`src/verilog/mbox_pkg.sv`:
```
// Operation
// - get mapping returns requested in word1, active in word2
// - set mapping forced from word2, applied after autoneg
// - odd port selectors D,C,B,A from high bits
// - even port selectors reversed, codes inverted
// - timestamp enable stored and returned in word1
// - limited reach returns enable, power, link state
// - word1 holds four 2-bit per-speed power modes
// - shared thresholds and latency with stated defaults
// - speed-dependent ignoring of adaptive words
// - new power mode applies after autonegotiation
// - emission cancel stored, applied after autonegotiation
// - fault-to-idle enable, disable and query
// - backplane mode set and read in word1
// - transmit taps per serial port in words 2-4
// - voltage readout in words 1 to 3
// - snr query needs word1 zero, returns words 2-5
// - temperature query returns die temperature
// - set upper warning stores word1 value
// - bit 15 command write drives status sequence
// - status codes received, progress, pass, error, busy
package mbox_pkg;
    // register byte addresses on the avalon bus
    localparam logic [5:0] ADDR_CMD = 6'h00;
    localparam logic [5:0] ADDR_STATUS = 6'h04;
    localparam logic [5:0] ADDR_WORD1 = 6'h08;
    localparam logic [5:0] ADDR_WORD5 = 6'h18;
    localparam logic [5:0] ADDR_SPEED = 6'h1C;
    localparam int WORD_W = 16;
    // command codes
    localparam logic [15:0] CMD_GO_BIT = 16'h8000;
    localparam logic [15:0] C_GET_MAP = 16'h8000;
    localparam logic [15:0] C_SET_MAP = 16'h8001;
    localparam logic [15:0] C_GET_TS = 16'h8004;
    localparam logic [15:0] C_SET_TS = 16'h8005;
    localparam logic [15:0] C_GET_LR = 16'h8006;
    localparam logic [15:0] C_SET_LR = 16'h8007;
    localparam logic [15:0] C_GET_LPI = 16'h8008;
    localparam logic [15:0] C_SET_LPI = 16'h8009;
    localparam logic [15:0] C_GET_EMI = 16'h800A;
    localparam logic [15:0] C_SET_EMI = 16'h800B;
    localparam logic [15:0] C_GET_F2I = 16'h800D;
    localparam logic [15:0] C_GET_BP = 16'h800E;
    localparam logic [15:0] C_SET_BP = 16'h800F;
    localparam logic [15:0] C_DIS_F2I = 16'h8010;
    localparam logic [15:0] C_ENA_F2I = 16'h8011;
    localparam logic [15:0] C_GET_TAPS = 16'h802B;
    localparam logic [15:0] C_SET_TAPS = 16'h802C;
    localparam logic [15:0] C_GET_VOLT = 16'h802F;
    localparam logic [15:0] C_GET_SNR = 16'h8030;
    localparam logic [15:0] C_GET_TEMP = 16'h8031;
    localparam logic [15:0] C_SET_UPW = 16'h8032;
    localparam logic [15:0] C_GET_UPW = 16'h8033;
    // status codes
    localparam logic [15:0] ST_RECEIVED = 16'h0001;
    localparam logic [15:0] ST_PROGRESS = 16'h0002;
    localparam logic [15:0] ST_PASS = 16'h0004;
    localparam logic [15:0] ST_ERROR = 16'h0008;
    localparam logic [15:0] ST_BUSY = 16'hBBBB;
    // reset values
    localparam logic [15:0] LOW_THR_RST = 16'h7A12;
    localparam logic [15:0] LATENCY_RST = 16'h047E;
    localparam logic [15:0] HIGH_THR_RST = 16'h0000;
    localparam logic [7:0] MAP_ODD_RST = 8'hE4;
    localparam logic [7:0] MAP_EVEN_RST = 8'h1B;
    localparam logic [7:0] BYTE_MASK = 8'hFF;
    localparam logic [1:0] MODE_VARLAT = 2'h3;
    localparam int SPD_1G_LSB = 2;
    // link speed encoding
    localparam logic [1:0] SPD_10G = 2'h0;
    localparam logic [1:0] SPD_5G = 2'h1;
    localparam logic [1:0] SPD_2G5 = 2'h2;
    localparam logic [1:0] SPD_1G = 2'h3;
    // applied low power idle configuration
    typedef struct packed {
        logic [7:0] modes;
        logic [15:0] high_thr;
        logic [15:0] low_thr;
        logic [15:0] latency;
    } lpi_cfg_type;
    // per-port serial transmit taps
    typedef struct packed {
        logic [7:0] post3;
        logic [15:0] post;
        logic [15:0] pre_main;
    } taps_type;
endpackage : mbox_pkg

```
`src/verilog/mbox_cmd.sv`:
```
// The Avalon-MM register port and the placing of the registers are this design's own decisions.
`timescale 1ns/10ps
// mailbox command interpreter with avalon-mm register slave
module mbox_cmd
    import mbox_pkg::*;
#(
    parameter bit ODD_PORT = 1'b1
)(
    // clock and reset
    input wire logic core_clk_i,
    input wire logic rst_n_i,
    // avalon-mm slave
    input wire logic [5:0] avs_address_i,
    input wire logic avs_read_i,
    input wire logic avs_write_i,
    input wire logic [31:0] avs_writedata_i,
    input wire logic [3:0] avs_byteenable_i,
    output logic [31:0] avs_readdata_o,
    output logic avs_waitrequest_o,
    // line-side status pins (asynchronous)
    input wire logic autoneg_done_i,
    input wire logic training_i,
    input wire logic lr_linked_i,
    input wire logic [15:0] volt_a_i,
    input wire logic [15:0] volt_b_i,
    input wire logic [15:0] volt_c_i,
    input wire logic [63:0] snr_i,
    input wire logic [15:0] temp_i,
    // applied configuration
    output logic [7:0] lane_map_o,
    output logic ts_en_o,
    output logic lr_en_o,
    output logic lr_low_pwr_o,
    output lpi_cfg_type lpi_cfg_o,
    output logic emi_en_o,
    output logic fault_idle_o,
    output logic backplane_o,
    output taps_type taps0_o,
    output taps_type taps1_o,
    output logic [15:0] temp_warn_o
);
    typedef enum {S_IDLE, S_RECV, S_EXEC, S_DONE} state_type;
    state_type state_q;
    logic [15:0] cmd_q; // last command code
    logic [15:0] status_q; // status word
    logic [15:0] word_q [1:5]; // parameter words
    logic [1:0] speed_q; // link speed, software written
    logic [7:0] map_req_q; // requested lane map
    logic ts_q;
    logic lr_en_q;
    logic lr_pwr_q;
    logic emi_pend_q;
    logic f2i_q;
    logic bp_q;
    taps_type taps_q [0:1];
    lpi_cfg_type lpi_pend_q;
    logic an_meta_q, an_sync_q, an_prev_q; // autoneg sync
    logic tr_meta_q, tr_sync_q; // training sync
    logic lr_meta_q, lr_sync_q;
    logic [15:0] va_m, va_s, vb_m, vb_s, vc_m, vc_s, tp_m, tp_s;
    logic [63:0] snr_m, snr_s;
    logic ack_q; // one-cycle bus answer
    logic an_pulse;
    logic go;
    logic cmd_ok;

    // two-stage synchronisers for line inputs
    always_ff @(posedge core_clk_i or negedge rst_n_i) begin
        if (!rst_n_i) begin
            {an_meta_q, an_sync_q, an_prev_q} <= 3'h0;
            {tr_meta_q, tr_sync_q, lr_meta_q, lr_sync_q} <= 4'h0;
            {va_m, va_s, vb_m, vb_s} <= '0;
            {vc_m, vc_s, tp_m, tp_s} <= '0;
            {snr_m, snr_s} <= '0;
        end else begin
            an_meta_q <= autoneg_done_i;
            an_sync_q <= an_meta_q;
            an_prev_q <= an_sync_q;
            tr_meta_q <= training_i;
            tr_sync_q <= tr_meta_q;
            lr_meta_q <= lr_linked_i;
            lr_sync_q <= lr_meta_q;
            va_m <= volt_a_i;
            va_s <= va_m;
            vb_m <= volt_b_i;
            vb_s <= vb_m;
            vc_m <= volt_c_i;
            vc_s <= vc_m;
            tp_m <= temp_i;
            tp_s <= tp_m;
            snr_m <= snr_i;
            snr_s <= snr_m;
        end
    end

    // rising edge of autoneg completion
    assign an_pulse = an_sync_q && !an_prev_q;

    // a command write with bit 15 set while open for commands
    // writes commit at the edge where waitrequest is seen low (ack_q high)
    assign go = avs_write_i && ack_q && avs_address_i == ADDR_CMD
        && avs_byteenable_i[1] && avs_writedata_i[15]
        && state_q == S_IDLE && !tr_sync_q;

    // known command check
    always_comb begin
        case (cmd_q)
            C_GET_MAP, C_SET_MAP, C_GET_TS, C_SET_TS, C_GET_LR, C_SET_LR,
            C_GET_LPI, C_SET_LPI, C_GET_EMI, C_SET_EMI, C_GET_F2I, C_GET_BP,
            C_SET_BP, C_DIS_F2I, C_ENA_F2I, C_GET_TAPS, C_SET_TAPS,
            C_GET_VOLT, C_GET_TEMP, C_SET_UPW, C_GET_UPW: cmd_ok = 1'b1;
            C_GET_SNR: cmd_ok = (word_q[1] == 16'h0000);
            default: cmd_ok = 1'b0;
        endcase
    end

    // bus answer: every access completes one cycle after it is seen
    always_ff @(posedge core_clk_i or negedge rst_n_i) begin
        if (!rst_n_i) begin
            ack_q <= 1'b0;
        end else begin
            ack_q <= (avs_read_i || avs_write_i) && !ack_q;
        end
    end
    always_ff @(posedge core_clk_i or negedge rst_n_i) begin
        if (!rst_n_i) begin
            avs_waitrequest_o <= 1'b1;
        end else begin
            avs_waitrequest_o <= !((avs_read_i || avs_write_i) && !ack_q);
        end
    end

    // read data mux, unmapped reads zero
    always_ff @(posedge core_clk_i or negedge rst_n_i) begin
        if (!rst_n_i) begin
            avs_readdata_o <= '0;
        end else if (avs_read_i && !ack_q) begin
            case (avs_address_i)
                ADDR_CMD: avs_readdata_o <= {16'h0000, cmd_q};
                ADDR_STATUS: avs_readdata_o <= {16'h0000, tr_sync_q ? ST_BUSY
                                                : status_q};
                ADDR_WORD1: avs_readdata_o <= {16'h0000, word_q[1]};
                6'h0C: avs_readdata_o <= {16'h0000, word_q[2]};
                6'h10: avs_readdata_o <= {16'h0000, word_q[3]};
                6'h14: avs_readdata_o <= {16'h0000, word_q[4]};
                ADDR_WORD5: avs_readdata_o <= {16'h0000, word_q[5]};
                ADDR_SPEED: avs_readdata_o <= {30'h0, speed_q};
                default: avs_readdata_o <= '0;
            endcase
        end
    end

    // command sequencer
    always_ff @(posedge core_clk_i or negedge rst_n_i) begin
        if (!rst_n_i) begin
            state_q <= S_IDLE;
            status_q <= ST_PASS;
            cmd_q <= 16'h0000;
        end else begin
            case (state_q)
                S_IDLE: if (go) begin
                    cmd_q <= avs_writedata_i[15:0];
                    status_q <= ST_RECEIVED;
                    state_q <= S_RECV;
                end else if (avs_write_i && ack_q && avs_address_i == ADDR_STATUS) begin
                    status_q <= avs_writedata_i[15:0]; // status is host-writable
                end
                S_RECV: begin
                    status_q <= ST_PROGRESS;
                    state_q <= S_EXEC;
                end
                S_EXEC: begin
                    status_q <= cmd_ok ? ST_PASS : ST_ERROR;
                    state_q <= S_DONE;
                end
                S_DONE: state_q <= S_IDLE;
                default: state_q <= S_IDLE;
            endcase
        end
    end

    // parameter words: host writes while idle, results on execute
    always_ff @(posedge core_clk_i or negedge rst_n_i) begin
        if (!rst_n_i) begin
            for (int i = 1; i <= 5; i++) word_q[i] <= 16'h0000;
        end else if (state_q == S_EXEC && cmd_ok) begin
            for (int i = 1; i <= 5; i++) word_q[i] <= 16'h0000;
            case (cmd_q)
                C_GET_MAP: begin
                    word_q[1] <= {8'h00, map_req_q};
                    word_q[2] <= {8'h00, lane_map_o};
                end
                C_GET_TS: word_q[1] <= {15'h0, ts_q};
                C_GET_LR: begin
                    word_q[1] <= {15'h0, lr_en_q};
                    word_q[2] <= {15'h0, lr_en_q && lr_pwr_q};
                    word_q[3] <= {15'h0, lr_en_q && lr_sync_q};
                end
                C_GET_LPI: begin
                    word_q[1] <= {8'h00, lpi_pend_q.modes};
                    word_q[2] <= lpi_pend_q.high_thr;
                    word_q[3] <= lpi_pend_q.low_thr;
                    word_q[4] <= lpi_pend_q.latency;
                end
                C_GET_EMI: word_q[1] <= {15'h0, emi_pend_q};
                C_GET_F2I: word_q[1] <= {15'h0, f2i_q};
                C_GET_BP: word_q[1] <= {15'h0, bp_q};
                C_GET_TAPS: begin
                    word_q[1] <= word_q[1]; // port select echoed
                    word_q[2] <= taps_q[word_q[1][0]].pre_main;
                    word_q[3] <= taps_q[word_q[1][0]].post;
                    word_q[4] <= {8'h00, taps_q[word_q[1][0]].post3};
                end
                C_GET_VOLT: begin
                    word_q[1] <= va_s;
                    word_q[2] <= vb_s;
                    word_q[3] <= vc_s;
                end
                C_GET_SNR: begin
                    word_q[2] <= snr_s[15:0];
                    word_q[3] <= snr_s[31:16];
                    word_q[4] <= snr_s[47:32];
                    word_q[5] <= snr_s[63:48];
                end
                C_GET_TEMP: word_q[1] <= tp_s;
                C_GET_UPW: word_q[1] <= temp_warn_o;
                default: for (int i = 1; i <= 5; i++) word_q[i] <= word_q[i];
            endcase
        end else if (avs_write_i && ack_q && state_q == S_IDLE) begin
            case (avs_address_i)
                ADDR_WORD1: word_q[1] <= avs_writedata_i[15:0];
                6'h0C: word_q[2] <= avs_writedata_i[15:0];
                6'h10: word_q[3] <= avs_writedata_i[15:0];
                6'h14: word_q[4] <= avs_writedata_i[15:0];
                ADDR_WORD5: word_q[5] <= avs_writedata_i[15:0];
                default: ;
            endcase
        end
    end

    // speed register written by software
    always_ff @(posedge core_clk_i or negedge rst_n_i) begin
        if (!rst_n_i) begin
            speed_q <= SPD_10G;
        end else if (avs_write_i && ack_q && avs_address_i == ADDR_SPEED) begin
            speed_q <= avs_writedata_i[1:0];
        end
    end

    // set commands: stored settings
    always_ff @(posedge core_clk_i or negedge rst_n_i) begin
        if (!rst_n_i) begin
            map_req_q <= ODD_PORT ? MAP_ODD_RST : MAP_EVEN_RST;
            ts_q <= 1'b0;
            lr_en_q <= 1'b0;
            lr_pwr_q <= 1'b0;
            emi_pend_q <= 1'b0;
            f2i_q <= 1'b0;
            bp_q <= 1'b0;
            taps_q[0] <= '0;
            taps_q[1] <= '0;
            temp_warn_o <= 16'h0000;
            lpi_pend_q <= '{modes: 8'h00, high_thr: HIGH_THR_RST,
                            low_thr: LOW_THR_RST, latency: LATENCY_RST};
        end else if (state_q == S_EXEC) begin
            case (cmd_q)
                C_SET_MAP: map_req_q <= word_q[2][7:0];
                C_SET_TS: ts_q <= word_q[1][0];
                C_SET_LR: begin
                    lr_en_q <= word_q[1][0];
                    lr_pwr_q <= word_q[2][0];
                end
                C_SET_LPI: begin
                    lpi_pend_q.modes <= word_q[1][7:0];
                    // variable latency not valid at 1G/100M: keep fixed
                    if (word_q[1][SPD_1G_LSB +: 2] == MODE_VARLAT) begin
                        lpi_pend_q.modes[SPD_1G_LSB +: 2] <= lpi_pend_q.modes[SPD_1G_LSB +: 2];
                    end
                    lpi_pend_q.high_thr <= word_q[2];
                    lpi_pend_q.low_thr <= word_q[3];
                    lpi_pend_q.latency <= word_q[4];
                end
                C_SET_EMI: emi_pend_q <= word_q[1][0];
                C_ENA_F2I: f2i_q <= 1'b1;
                C_DIS_F2I: f2i_q <= 1'b0;
                C_SET_BP: bp_q <= word_q[1][0];
                C_SET_TAPS: taps_q[word_q[1][0]] <= '{post3: word_q[4][7:0],
                    post: word_q[3], pre_main: word_q[2]};
                C_SET_UPW: temp_warn_o <= word_q[1];
                default: ;
            endcase
        end
    end

    // settings that wait for autonegotiation
    always_ff @(posedge core_clk_i or negedge rst_n_i) begin
        if (!rst_n_i) begin
            lane_map_o <= ODD_PORT ? MAP_ODD_RST : MAP_EVEN_RST;
            emi_en_o <= 1'b0;
            ts_en_o <= 1'b0;
        end else if (an_pulse) begin
            lane_map_o <= map_req_q;
            emi_en_o <= emi_pend_q;
            ts_en_o <= ts_q;
        end
    end

    // immediately applied settings
    always_ff @(posedge core_clk_i or negedge rst_n_i) begin
        if (!rst_n_i) begin
            {lr_en_o, lr_low_pwr_o, fault_idle_o, backplane_o} <= 4'h0;
            taps0_o <= '0;
            taps1_o <= '0;
        end else begin
            lr_en_o <= lr_en_q;
            lr_low_pwr_o <= lr_pwr_q;
            fault_idle_o <= f2i_q;
            backplane_o <= bp_q;
            taps0_o <= taps_q[0];
            taps1_o <= taps_q[1];
        end
    end

    // applied power mode configuration
    lpi_apply u_lpi (
        .core_clk_i(core_clk_i),
        .rst_n_i(rst_n_i),
        .pend_i(lpi_pend_q),
        .apply_i(an_pulse),
        .speed_i(speed_q),
        .eff_o(lpi_cfg_o)
    );
endmodule : mbox_cmd

```
`src/verilog/lpi_apply.sv`:
```
`timescale 1ns/10ps
// holds the applied power mode set and masks words by speed
module lpi_apply
    import mbox_pkg::*;
(
    // clock and reset
    input wire logic core_clk_i,
    input wire logic rst_n_i,
    // pending configuration and apply strobe
    input wire lpi_cfg_type pend_i,
    input wire logic apply_i,
    input wire logic [1:0] speed_i,
    // effective configuration
    output lpi_cfg_type eff_o
);
    lpi_cfg_type act_q; // configuration taken at last autoneg

    // latch pending set only on autoneg completion
    always_ff @(posedge core_clk_i or negedge rst_n_i) begin
        if (!rst_n_i) begin
            act_q <= '{modes: 8'h00, high_thr: HIGH_THR_RST,
                       low_thr: LOW_THR_RST, latency: LATENCY_RST};
        end else if (apply_i) begin
            act_q <= pend_i;
        end
    end

    // speed dependent masking of adaptive words, registered
    always_ff @(posedge core_clk_i or negedge rst_n_i) begin
        if (!rst_n_i) begin
            eff_o <= '0;
        end else begin
            eff_o <= act_q;
            case (speed_i)
                SPD_10G: begin
                    eff_o.high_thr <= '0;
                    eff_o.low_thr <= '0;
                    eff_o.latency <= '0;
                end
                SPD_5G: eff_o.latency <= '0;
                SPD_1G: begin
                    eff_o.high_thr <= '0;
                    eff_o.low_thr <= '0;
                    eff_o.latency <= '0;
                end
                default: ;
            endcase
        end
    end
endmodule : lpi_apply

```
`config.mk`:
```
export PLATFORM = sky130hd
export DESIGN_NAME = mbox_cmd
export DESIGN_NICKNAME = d
export VERILOG_FILES = /design/src/verilog/mbox_pkg.sv /design/src/verilog/mbox_cmd.sv /design/src/verilog/lpi_apply.sv
export SDC_FILE = /design/constraint.sdc
export NUM_CORES = 1
export LEC_CHECK = 0
export ABC_CLOCK_PERIOD_IN_PS = 3000
export BUFFER_PORTS_ARGS = -buffer_cell sky130_fd_sc_hd__buf_4
export CAP_MARGIN = 20
export CORE_ASPECT_RATIO = 1.5
export CORE_MARGIN = 5
export CORE_UTILIZATION = 52
export CTS_CLUSTER_DIAMETER = 60
export DETAILED_ROUTE_END_ITERATION = 7
export HOLD_SLACK_MARGIN = 0.05
export PLACE_DENSITY_LB_ADDON = 0.3
export SLEW_MARGIN = 10
export SYNTH_ARGS = -nofsm -noshare
export SYNTH_HDL_FRONTEND = slang
export SYNTH_SLANG_ARGS = --single-unit
```
`constraint.sdc`:
```
create_clock -name core_clk_i -period 3 [get_ports core_clk_i]
set_input_delay 0 -clock core_clk_i [delete_from_list [all_inputs] [get_ports core_clk_i]]
set_output_delay 0 -clock core_clk_i [all_outputs]
set_load 0.005 [all_outputs]
```
==> summary.txt <==
Critical path
  – CP endpoint kind: register
  – CP max stage cell: a2111o_1
  – Worst path max stage delay: 0.47 ns
  – R2R Setup Slk: 0.05 ns
  – Critical setup path kind: register to register
  – R2R Path Start: cmd_q[4]
  – FF-to-FF End: word_q[42]
  – R2R cell count: 10
  – Most used cell along the critical path: buf_4
  – Data arrival, critical path: 3.45 ns
  – Crit path cell chain: and4bb_1, and3_1, o21a_1, a2111o_1, buf_4, buf_12, a21oi_2, buf_4, a21oi_1, mux2_1
  – CP required: 3.50 ns
  – Crit-path max FO: 15
  – Worst Setup Start Kind: register
  – Setup crit end: word_q[42]
  – Critical path origin: cmd_q[4]

Die
  – Die X: 200 microns
  – I/O pins: 376
  – Row cnt: 104
  – Height of the die: 296 microns
  – CORE AREA: 53,700 sq um
  – Initial core utilization: 52.6%
  – Die ar.: 59,300 sq um

Layout
  – P&R area growth vs syn: 35.7%
  – Fillers: 3,463
  – Non-Filler Instances: 3,454
  – Most common cell after layout, fill and taps aside: dfrtp_1
  – ANT cells: 0
  – Core Util, Final: 71.4%
  – Commonest cells after routing, fill and taps aside: 726 x dfrtp_1, 484 x buf_4, 285 x dlygate4sd3_1
  – Final nets: 2,891
  – Layout cell share with drive strength beyond 1: 36.1%

Yosys
  – Yosys reg bits: 769
  – Post-synthesis sequential area ratio: 68.2%
  – Post-Syn Area: 28,300 sq um
  – Post-synth cell types: 73
  – Ys Warns: 0
  – Ys flop type: dfrtp_1
  – Gate Count Post-Synth: 1,950
  – Syn avg cell area: 14.5 sq um
  – Post-synth EDFFs: 0
  – Ys async rst share: 100%

Placement
  – I/O Buffers: 340
  – Gpl congestion: 0.984
  – Placed wire-length estimate: 61.3 mm
  – Post-Place Setup Slack: -0.170 ns
  – Placed cells: 3,035

STA
  – RSZ-0062 raised after global routing: true
  – Slew HR: 39.4%
  – Hold Vio Cnt, Final: 0
  – Slew Limit Fails: 0
  – Hold Slack: 0.0632 ns
  – Setup violations, final: 0
  – FMAX: 339 MHz
  – Tmin final: 2.95 ns
  – Worst setup margin: 0.0509 ns
  – Final Cycle Share: 98.3%
  – Worst-margin pin slew: 0.909 ns
  – Worst clock skew: 0.0213 ns

Global route
  – Gr ovfl total: 0
  – Largest net degree at the start of global routing: 118
  – First-pass GRT wire length: 138 mm
  – GRT Util Overall: 30.9%
  – Initial antenna violation count: 1
  – Number of global-route vias before repair: 21,600

Power and ir drop
  – Pleak: 18.6 nW
  – Final Power: 0.0221 W
  – Pwr dens: 577 nW/um^2
  – Max VDD drop: 485 uV

Clocking
  – CTS tree: built
  – Root buffer cell: clkbuf_16
  – Clk pin slew, worst setup/hold paths: 0.07 ns
  – Maximum clock path buffer count: 3
  – Worst-Skew Late Latency: 0.62 ns
  – CTS Sinks: 769
  – CTS buffer count: 72
  – # H-tree levels: 3

Job
  – Max-cap viol count: 0

Drt
  – Wirelength per Cell: 26.5 microns
  – DR vias/cell: 5.74
  – Initial DRT Pass Iterations: 5
  – First DRT Iteration DRCs: 1,321
  – Post-route DRC: 0
  – Detail Route Antenna Nets: 0
  – WL final: 91.5 mm
  – Routed via count: 19,800

Min path
  – HP Class: input pin to register
  – Hold Path Cell Cnt: 2

Status
  – Status: complete, no violations
what timing repair did:
item	4_1_cts	5_1_grt
endpoints found under the setup margin	63	79
hold buffers	286	0
pin swaps	1	2
setup buffers	1	3
resized for setup	18	17
endpoints found under the hold margin	892	0
cloned	0	0
cells by family (layout without fill, tap and decap cells):
family | after synthesis | in the layout | synth area share, %
AOI/OAI and AO/OA | 317 | 317 | 7.75
other | 1 | 16 | 0.0133
and+or+nand+nor | 344 | 344 | 6.63
adders and majority gates | 4 | 4 | 0.177
DFF | 769 | 769 | 68.2
muxes | 379 | 379 | 15.0
buffers and inverters | 136 | 936 | 2.23
worst min path at each step:
stage                         start   endpoint
after floorplan             rst_n_i      ack_q
after global placement      rst_n_i    vb_m[0]
after detailed placement    rst_n_i    vb_m[0]
after CTS                 snr_i[42]  snr_m[42]
after global routing      snr_i[42]  snr_m[42]
final                     snr_i[28]  snr_m[28]
metal layers:
layer / vias up / track usage (%) / wire (microns)
li1: 8486 / - / -
met1: 10300 / 37.4 / 34200
met2: 793 / 54.8 / 47800
met3: 223 / 4.88 / 5070
met4: 2 / 15.0 / 4420
met5: - / 0 / 8
power by group:
group	switching [W]	internal, W
Combinational	0.000770	0.000700
Sequential	0.000287	0.0107
Clock	0.00397	0.00568
metrics by stage:
stage / TNS (ns) / cell area, sq um
after floorplan: 0 / 28300
after global placement: -2.85 / 32800
after detailed placement: -3.42 / 32800
after CTS: 0 / 38300
after global routing: -0.0530 / 38400
final: 0 / 38400
worst max-delay path: cells and delay by family (launching register included):
kind | cells | cell delay (ns)
AO/OA/AOI/OAI | 4 | 1.01
buffers and inverters | 3 | 0.55
flip-flops | 1 | 0.46
multiplexers | 1 | 0.29
AND/OR/NAND/NOR | 2 | 0.52
area by class of cell:
cell class / count / area (sq um) / share of cell area, %
repair buffers: 800 / 7100 / 18.5
clock buffers: 102 / 2100 / 5.46
flip-flops and latches: 769 / 19300 / 50.3
clock inverters: 27 / 408 / 1.06
multi-input cells: 1060 / 8600 / 22.4
inverters: 7 / 26.3 / 0.0684
well taps: 689 / 862 / 2.25
state kept, by name (all words and copies together) (netlist names), 8 cells and up:
register	flops
avs_readdata_o	16
va_m	16
word_q	80
cmd_q	16
vc_m	16
tp_m	16
taps_q	80
tp_s	16
taps0_o	40
va_s	16
vc_s	16
taps1_o	40
map_req_q	8
u_lpi.eff_o	56
vb_m	16
status_q	16
lane_map_o	8
lpi_pend_q	56
snr_m	64
temp_warn_o	16
snr_s	64
u_lpi.act_q	56
vb_s	16
cell usage after synthesis (all sizes together) (38+ instances only):
cell type,n,share of area [%]
mux2,324,13
clkbuf,72,0.96
buf,57,1.2
a221oi,38,1.2
dfstp,38,3.5
nor2b,40,0.88
dfrtp,731,65
nor2,53,0.71
nand2,114,1.5
a21oi,78,1.5
o21ai,60,1.1
mux2i,54,2.0
Power figures use the tool's default switching activity.
